--- config.mk ---
export PLATFORM = sky130hd
export DESIGN_NAME = dpsg_top
export DESIGN_NICKNAME = d
export VERILOG_FILES = /design/src/dpsg_pkg.sv /design/src/dpsg_sync2.sv /design/src/dpsg_edge_mode.sv /design/src/dpsg_top.sv
export SDC_FILE = /design/constraint.sdc
export NUM_CORES = 1
export LEC_CHECK = 0
export BUFFER_PORTS_ARGS = -buffer_cell sky130_fd_sc_hd__buf_2
export CAP_MARGIN = 5
export CORE_MARGIN = 2
export CORE_UTILIZATION = 40
export DETAILED_ROUTE_END_ITERATION = 10
export GPL_TIMING_DRIVEN = 0
export PLACE_DENSITY = 0.71
export SLEW_MARGIN = 10
export SYNTH_ARGS = -nofsm -noshare
export SYNTH_HDL_FRONTEND = slang
export SYNTH_SLANG_ARGS = --single-unit
--- constraint.sdc ---
create_clock -name CLOCK -period 2.1 [get_ports CLOCK]
set_clock_uncertainty 0.2 [all_clocks]
set_input_delay 0.105 -clock CLOCK [delete_from_list [all_inputs] [get_ports CLOCK]]
set_output_delay 0.105 -clock CLOCK [all_outputs]
set_load 0.005 [all_outputs]
--- src/dpsg_pkg.sv ---
// Shared constants and types for the DRAM pin signalling block
package dpsg_pkg;

  // ----------------------------------------------------------------
  // Widths
  // ----------------------------------------------------------------
  localparam int ADDR_W = 29;
  localparam int LANES = 4;
  localparam int BLOCKS = 2;

  // ----------------------------------------------------------------
  // Port size codes
  // ----------------------------------------------------------------
  localparam logic [1:0] PS_32 = 2'h0;
  localparam logic [1:0] PS_8 = 2'h1;
  localparam logic [1:0] PS_16 = 2'h2;
  localparam logic [3:0] LANE_MASK_32 = 4'hf;
  localparam logic [3:0] LANE_MASK_16 = 4'hc;
  localparam logic [3:0] LANE_MASK_8 = 4'h8;

  // ----------------------------------------------------------------
  // Reset and idle pin levels
  // ----------------------------------------------------------------
  localparam logic [1:0] ROW_IDLE = 2'h3;
  localparam logic [3:0] COL_IDLE = 4'hf;
  localparam logic STROBE_IDLE = 1'h1;
  localparam logic CKE_RESET = 1'h0;

  // ----------------------------------------------------------------
  // Timing
  // ----------------------------------------------------------------
  localparam int CLK_PERIOD_PS = 25000;
  localparam int T_ROW_TO_COL_NS = 20;
  localparam int T_COL_PULSE_NS = 25;
  localparam int T_PRECHARGE_NS = 40;
  localparam int ROW_CYC = (T_ROW_TO_COL_NS * 1000 + CLK_PERIOD_PS - 1) / CLK_PERIOD_PS;
  localparam int COL_CYC = (T_COL_PULSE_NS * 1000 + CLK_PERIOD_PS - 1) / CLK_PERIOD_PS;
  localparam int PRE_CYC = (T_PRECHARGE_NS * 1000 + CLK_PERIOD_PS - 1) / CLK_PERIOD_PS;
  localparam int STABLE_CYC = 8;

  // ----------------------------------------------------------------
  // Types
  // ----------------------------------------------------------------
  typedef enum logic [3:0] {
    ST_IDLE = 4'b0001,
    ST_ROW = 4'b0010,
    ST_COL = 4'b0100,
    ST_PRE = 4'b1000
  } dpsg_state_t;

  typedef enum logic [2:0] {
    MODE_RISE = 3'b001,
    MODE_FALL = 3'b010,
    MODE_LOOP = 3'b100
  } dpsg_mode_t;

endpackage

--- src/dpsg_sync2.sv ---
// Two flip-flop level synchroniser
`timescale 1ns/1ps
module dpsg_sync2 (
  // Clock and reset
  input wire logic clk,
  input wire logic nrst,
  // Level in and out
  input wire logic din,
  output logic dout
);
  logic meta;

  always_ff @(posedge clk) begin
    if (!nrst) begin
      meta <= 1'b0;
      dout <= 1'b0;
    end else begin
      meta <= din;
      dout <= meta;
    end
  end
endmodule

--- src/dpsg_edge_mode.sv ---
// Classifies the edge-choice strap: tied high, tied low or looped clock
`timescale 1ns/1ps
module dpsg_edge_mode
  import dpsg_pkg::*;
(
  // Clock and reset
  input wire logic clk,
  input wire logic nrst,
  // Synchronised strap level
  input wire logic lvl,
  // Classification
  output dpsg_mode_t mode,
  output logic rise
);
  logic prev;
  logic [3:0] stable_cnt;

  always_ff @(posedge clk) begin
    if (!nrst) begin
      prev <= 1'b0;
      rise <= 1'b0;
    end else begin
      prev <= lvl;
      rise <= lvl & ~prev;
    end
  end

  // A toggling strap means loop-back; a steady one for a while means tied
  always_ff @(posedge clk) begin
    if (!nrst) begin
      stable_cnt <= 4'h0;
      mode <= MODE_RISE;
    end else if (lvl != prev) begin
      stable_cnt <= 4'h0;
      mode <= MODE_LOOP;
    end else if (stable_cnt != 4'(STABLE_CYC)) begin
      stable_cnt <= stable_cnt + 4'h1;
    end else begin
      mode <= lvl ? MODE_RISE : MODE_FALL;
    end
  end
endmodule

--- src/dpsg_top.sv ---
// DRAM and SDRAM pin signalling for two memory blocks
// Functional notes
// - Ports of 8, 16 or 32 bits; up to 512 Mbytes addressed.
// - Two row strobes, one for each memory block.
// - SDRAM block uses its row strobe as chip select.
// - Four column strobes; byte masks when the block holds SDRAM.
// - Column strobe 3 is the least significant byte, 0 the most.
// - Write indicator asserted through a write cycle, negated for reads.
// - SDRAM row, column and clock enable outputs come straight from flops.
// - Registered clock enable feeds the SDRAM clock enable input.
// - Strap high: SDRAM controls change on the rising bus clock edge.
// - Strap low: SDRAM controls launch one bus cycle later, still on the rising bus clock edge.
// - Strap looped to SDRAM clock: launch on a rising bus clock edge once the synchronised strap is seen to rise.
// - All pin timing is referenced to the bus input clock.
`timescale 1ns/1ps
module dpsg_top
  import dpsg_pkg::*;
(
  // Clock and reset
  input wire logic CLOCK,
  input wire logic NRST,
  // Static configuration
  input wire logic [1:0] PORT_SIZE,
  input wire logic [BLOCKS-1:0] BLOCK_IS_SDRAM,
  input wire logic OUTPUT_EDGE_CHOICE,
  // Access request from the controller core
  input wire logic REQ_VALID,
  output logic REQ_READY,
  input wire logic REQ_BLOCK,
  input wire logic REQ_WRITE,
  input wire logic [LANES-1:0] REQ_BYTE_EN,
  input wire logic [ADDR_W-1:0] REQ_ADDR,
  input wire logic REQ_SD_ROW,
  input wire logic REQ_SD_COL,
  input wire logic REQ_SD_CKE,
  // Memory pins
  output logic [BLOCKS-1:0] ROW_STROBE_N,
  output logic [LANES-1:0] COL_STROBE_N,
  output logic MEM_WRITE_INDICATOR_N,
  output logic SYNC_ROW_CMD_STROBE_N,
  output logic SYNC_COL_CMD_STROBE_N,
  output logic SYNC_MEM_CLOCK_ENABLE,
  output logic [ADDR_W-1:0] MEM_ADDR
);

  // ----------------------------------------------------------------
  // Edge strap handling
  // ----------------------------------------------------------------
  logic edge_lvl;
  logic edge_rise;
  dpsg_mode_t mode;

  dpsg_sync2 u_sync (
    .clk(CLOCK),
    .nrst(NRST),
    .din(OUTPUT_EDGE_CHOICE),
    .dout(edge_lvl)
  );

  dpsg_edge_mode u_mode (
    .clk(CLOCK),
    .nrst(NRST),
    .lvl(edge_lvl),
    .mode(mode),
    .rise(edge_rise)
  );

  // ----------------------------------------------------------------
  // Byte lane mapping
  // ----------------------------------------------------------------
  function automatic logic [3:0] lane_mask(input logic [1:0] ps);
    case (ps)
      PS_8: lane_mask = LANE_MASK_8;
      PS_16: lane_mask = LANE_MASK_16;
      default: lane_mask = LANE_MASK_32;
    endcase
  endfunction

  logic [LANES-1:0] req_lanes;
  logic [LANES-1:0] req_col_n;
  assign req_lanes = REQ_BYTE_EN & lane_mask(PORT_SIZE);

  // Byte i of the data bus is governed by strobe 3-i
  genvar gi;
  generate
    for (gi = 0; gi < LANES; gi++) begin : g_lane
      assign req_col_n[LANES-1-gi] = ~req_lanes[gi];
    end
  endgenerate

  // ----------------------------------------------------------------
  // Request acceptance
  // ----------------------------------------------------------------
  dpsg_state_t state;
  dpsg_state_t next_state;
  logic [3:0] cnt;
  logic stage_pend;
  logic stage_aged;
  logic launch_en;
  logic take;
  logic take_async;
  logic take_sd;
  logic held_block;
  logic held_write;
  logic [LANES-1:0] held_col_n;

  assign take = REQ_VALID & REQ_READY;
  assign take_sd = take & BLOCK_IS_SDRAM[REQ_BLOCK];
  assign take_async = take & ~BLOCK_IS_SDRAM[REQ_BLOCK];

  always_ff @(posedge CLOCK) begin
    if (!NRST) begin
      held_block <= 1'b0;
      held_write <= 1'b0;
      held_col_n <= COL_IDLE;
    end else if (take_async) begin
      held_block <= REQ_BLOCK;
      held_write <= REQ_WRITE;
      held_col_n <= req_col_n;
    end
  end

  // ----------------------------------------------------------------
  // Asynchronous DRAM cycle sequencer
  // ----------------------------------------------------------------
  always_comb begin
    next_state = state;
    case (state)
      ST_IDLE: begin
        if (take_async) begin
          next_state = ST_ROW;
        end
      end
      ST_ROW: begin
        if (cnt == 4'(ROW_CYC - 1)) begin
          next_state = ST_COL;
        end
      end
      ST_COL: begin
        if (cnt == 4'(COL_CYC - 1)) begin
          next_state = ST_PRE;
        end
      end
      ST_PRE: begin
        if (cnt == 4'(PRE_CYC - 1)) begin
          next_state = ST_IDLE;
        end
      end
      default: next_state = ST_IDLE;
    endcase
  end

  always_ff @(posedge CLOCK) begin
    if (!NRST) begin
      state <= ST_IDLE;
    end else begin
      state <= next_state;
    end
  end

  always_ff @(posedge CLOCK) begin
    if (!NRST) begin
      cnt <= 4'h0;
    end else if (next_state != state) begin
      cnt <= 4'h0;
    end else if (state != ST_IDLE) begin
      cnt <= cnt + 4'h1;
    end
  end

  // ----------------------------------------------------------------
  // SDRAM command stage
  // ----------------------------------------------------------------
  logic [BLOCKS-1:0] stage_cs_n;
  logic [LANES-1:0] stage_dqm;
  logic stage_ras_n;
  logic stage_cas_n;
  logic stage_we_n;
  logic stage_cke;

  always_ff @(posedge CLOCK) begin
    if (!NRST) begin
      stage_cs_n <= ROW_IDLE;
      stage_dqm <= COL_IDLE;
      stage_ras_n <= STROBE_IDLE;
      stage_cas_n <= STROBE_IDLE;
      stage_we_n <= STROBE_IDLE;
    end else if (take_sd) begin
      stage_cs_n <= ~(BLOCKS'(1) << REQ_BLOCK);
      stage_dqm <= req_col_n;
      stage_ras_n <= ~REQ_SD_ROW;
      stage_cas_n <= ~REQ_SD_COL;
      stage_we_n <= ~REQ_WRITE;
    end
  end

  always_ff @(posedge CLOCK) begin
    if (!NRST) begin
      stage_cke <= CKE_RESET;
    end else begin
      stage_cke <= REQ_SD_CKE;
    end
  end

  // Falling-edge mode holds the command one extra bus cycle before launch
  always_ff @(posedge CLOCK) begin
    if (!NRST) begin
      stage_pend <= 1'b0;
      stage_aged <= 1'b0;
    end else if (take_sd) begin
      stage_pend <= 1'b1;
      stage_aged <= 1'b0;
    end else if (launch_en) begin
      stage_pend <= 1'b0;
      stage_aged <= 1'b0;
    end else begin
      stage_aged <= stage_pend;
    end
  end

  always_comb begin
    case (mode)
      MODE_RISE: launch_en = 1'b1;
      MODE_FALL: launch_en = ~stage_pend | stage_aged;
      MODE_LOOP: launch_en = edge_rise;
      default: launch_en = 1'b1;
    endcase
  end

  always_ff @(posedge CLOCK) begin
    if (!NRST) begin
      REQ_READY <= 1'b0;
    end else begin
      REQ_READY <= (next_state == ST_IDLE) & ~take_sd & ~(stage_pend & ~launch_en);
    end
  end

  // ----------------------------------------------------------------
  // Pin registers, all timed from the bus clock
  // ----------------------------------------------------------------
  logic async_on;
  assign async_on = (next_state != ST_IDLE);

  always_ff @(posedge CLOCK) begin
    if (!NRST) begin
      ROW_STROBE_N <= ROW_IDLE;
      COL_STROBE_N <= COL_IDLE;
      MEM_WRITE_INDICATOR_N <= STROBE_IDLE;
    end else if (async_on) begin
      ROW_STROBE_N <= (next_state == ST_PRE) ? ROW_IDLE
                    : ~(BLOCKS'(1) << (take_async ? REQ_BLOCK : held_block));
      COL_STROBE_N <= (next_state == ST_COL) ? held_col_n : COL_IDLE;
      MEM_WRITE_INDICATOR_N <= ~(take_async ? REQ_WRITE : held_write);
    end else if (launch_en) begin
      ROW_STROBE_N <= stage_pend ? stage_cs_n : ROW_IDLE;
      COL_STROBE_N <= stage_pend ? stage_dqm : COL_IDLE;
      MEM_WRITE_INDICATOR_N <= stage_pend ? stage_we_n : STROBE_IDLE;
    end else if (state != ST_IDLE) begin
      ROW_STROBE_N <= ROW_IDLE;
      COL_STROBE_N <= COL_IDLE;
      MEM_WRITE_INDICATOR_N <= STROBE_IDLE;
    end
  end

  always_ff @(posedge CLOCK) begin
    if (!NRST) begin
      SYNC_ROW_CMD_STROBE_N <= STROBE_IDLE;
      SYNC_COL_CMD_STROBE_N <= STROBE_IDLE;
      SYNC_MEM_CLOCK_ENABLE <= CKE_RESET;
    end else if (launch_en) begin
      SYNC_ROW_CMD_STROBE_N <= stage_pend ? stage_ras_n : STROBE_IDLE;
      SYNC_COL_CMD_STROBE_N <= stage_pend ? stage_cas_n : STROBE_IDLE;
      SYNC_MEM_CLOCK_ENABLE <= stage_cke;
    end
  end

  always_ff @(posedge CLOCK) begin
    if (!NRST) begin
      MEM_ADDR <= '0;
    end else if (take) begin
      MEM_ADDR <= REQ_ADDR;
    end
  end
endmodule

==> results.md <==
* Drt total wl at 8620 µm
* Hpwl dp at 5590 µm
* Synth-to-layout area growth at 41.3%
* Hold crit path type: input pin to flop
* Largest net degree at the start of global routing at 14
* Area of the die at 8860 µm²
* I/O pins at 86
* Yosys top cell area share at 47.4%
* First-pass DRT Iterations at 4
* Via density at 5.08
* Total grt overflow at 0
* WP data arrival at 2040 ps
* Mapped cell area at 3250 µm²
* Seq/Total Area, Yosys at 47.4%
* Worst-skew pair later-pin latency at approximately 340 ps
* DRC at 0
* Fmax at 0.490 GHz
* Synth area leaders: dfxtp_1 (47%), nand2_1 (9.8%), a21boi_0 (6.9%)
* Fillcell total at approximately 670
* H-tree depth at 3
* Routability cong. at 0.828
* Synth async-reset ratio at 0%
* Placed instance count at between 500 and 600
* Wirelength per Cell at 14.1 µm
* CTS sink cnt at 77
* YS warnings at 0
* Final non-filler cell total at 610
* Mapped Nets at about 410
* Tot GR Track Use at 20.1%
* Setup tns final at 0 ps
* Dpl cell area at approximately 3800 µm²
* Synth cell types at 49
* Status: completed
* Number of max-cap violations at 0
* Die height at 94.1 µm
* Endpoints failing setup at 0
* Clk buf depth at 2
* Initial core utilization at 41.6%
* Final Power at 3.28 mW
* PwrDens at 714 nW/µm²
* Element type at the critical path end: flop
* CTS tree: done
* EDFF count, synth at 0
* RSZ-0062 raised after global routing: yes
* CP required at 2090 ps
* Worst setup margin at roughly 58 ps
* ANT cells at 0
* Peak VDD IR at 0.455 mV
* Most frequent cells in the layout: nand2_1 (85), buf_2 (85), dfxtp_1 (72), dlygate4sd3_1 (42), a21boi_0 (30)
* Final Critical Period at 2040 ps
* Place WS at -332 ps
* Area of the multi-input gates at between 1500 and 2000 µm²
* WS Path Type: flop to flop
* Share of cells above drive strength 1 at between 20% and 30%
* Max transition margin at 53.7%
* Site row count at 32
* Synth Register Bits at 77
* Syn_area_per_cell at ~9 µm²
* Critical-path maximum fanout at 7
* Initial detailed-routing violation count at 137
* Initial antenna violation count at 0
* Flip-flop and latch area at 1550 µm²
* Post-route design area at about 4600 µm²
* Final ANT Viol Nets at 0
* Vias at 3098
* First-pass GRT wire length at 14100 µm
* Fin. Hold Viols at 0
* Input/output buffers at 85
* LEAKAGE at 1.92 nW
* Final Max Slew Viols at 0
* Dominant synthesized flop cell: dfxtp_1
* Clk pin slew, worst setup/hold paths at 80 ps
* Nature of the critical path startpoint: flop
* Vias in the first global route at 3038
* Slew @ Worst Pin at 685 ps
* Total CTS buffers at 9
* Final period util at between 90 and 100%
* Final #Nets at 556
* Post-synth top area cell: dfxtp_1
* Post-synthesis cell count at 360
* Die Wd at 94.1 µm
* Core footprint at 7810 µm²
* Clock root buffer: clkbuf_8
where the power goes:
part	total, mW	leakage (nW)	internal, mW	switching [mW]
clock	1.33	0.123	0.785	0.546
sequential	1.56	0.630	1.52	0.0400
combinational	0.387	1.17	0.200	0.187
cell usage after synthesis, types with 2 or more instances:
cell       count
clkbuf_1      17
a2111oi_0      2
nor4_1         4
mux2i_1        7
xnor2_1        3
o221ai_1       2
inv_1          8
or2_2          2
nor2b_1        8
a21oi_1        5
o311ai_1       3
mux2_2         2
nand4b_1       2
nand3_1        9
o211ai_1      10
and2_1        12
or4b_1         2
ha_1           7
xor2_1         3
o21a_1         2
dfxtp_1       77
a211oi_1       2
nor4b_1        3
a21boi_0      30
nand2_1       85
nor2_1        17
o21ai_0        5
nor3_1         3
nor3b_1        6
or4b_2         2
nand3b_1       2
worst max-delay path, cell delays in order (launching register included):
cell and delay, ps:
dfxtp_4 370, or4b_1 530, buf_6 160, a211oi_4 270
and2_4 240, o311ai_1 110
sequential cells by signal (all words and copies together), names as in the netlist, 2 cells and up:
name	count
state	4
u_mode.stable_cnt	4
MEM_ADDR	29
held_col_n	4
COL_STROBE_N	4
stage_dqm	4
stage_cs_n	2
u_mode.mode	3
cnt	4
ROW_STROBE_N	2
what timing repair did:
action / CTS / global route
hold buffers: 42 / 0
pin swaps: 3 / 3
endpoints found under the hold margin: 50 / 0
setup endpoints to repair: 7 / 11
cloned: 0 / 0
resized for setup: 8 / 17
setup buffers: 2 / 3
metal layers:
metal	up-vias	GRT usage [%]	routed length, µm
met5	-	0	0
met4	0	7.85	153
li1	1536	-	-
met2	84	36.2	4500
met3	16	4.41	373
met1	1462	22.9	3600
area by class of cell:
cell class                      count  share of cell area, %
Multi-Input combinational cell    257                   36.7
Inverter                            8                  0.654
Clock inverter                      7                   2.48
Sequential cell                    77                   33.8
Timing Repair Buffer              132                   19.2
Buffer                             18                   1.66
Clock buffer                        9                   2.70
Tap cell                          102                   2.78
per-stage QoR:
| step | utilization, % | hold slack (ps) |
|---|---|---|
| finish | 58.8 | 76.2 |
| global route | 58.8 | 111 |
| CTS | 57.7 | 70.5 |
| detailed placement | 48.7 | 120 |
| global placement | 48.7 | 110 |
| floorplan | - | 32.3 |
cells by family after synthesis:
group / count (synthesis) / share of synthesized area, %
compound gates: 69 / 16.5
xor+xnor: 6 / 1.62
fa+ha+maj: 7 / 2.70
buf+inv: 26 / 3.12
flops: 77 / 47.4
mux: 9 / 2.85
simple gates: 166 / 25.8
worst paths after layout:
path	from	to	slack (ps)	depth (start not counted)
min	PORT_SIZE[1]	stage_dqm[1]	80	5
min reg2reg	u_sync.meta	u_sync.dout	250	1
max reg2reg	state[3]	COL_STROBE_N[0]	60	5
max	state[3]	COL_STROBE_N[0]	60	5
No activity file was read; power rests on OpenSTA's default activity.
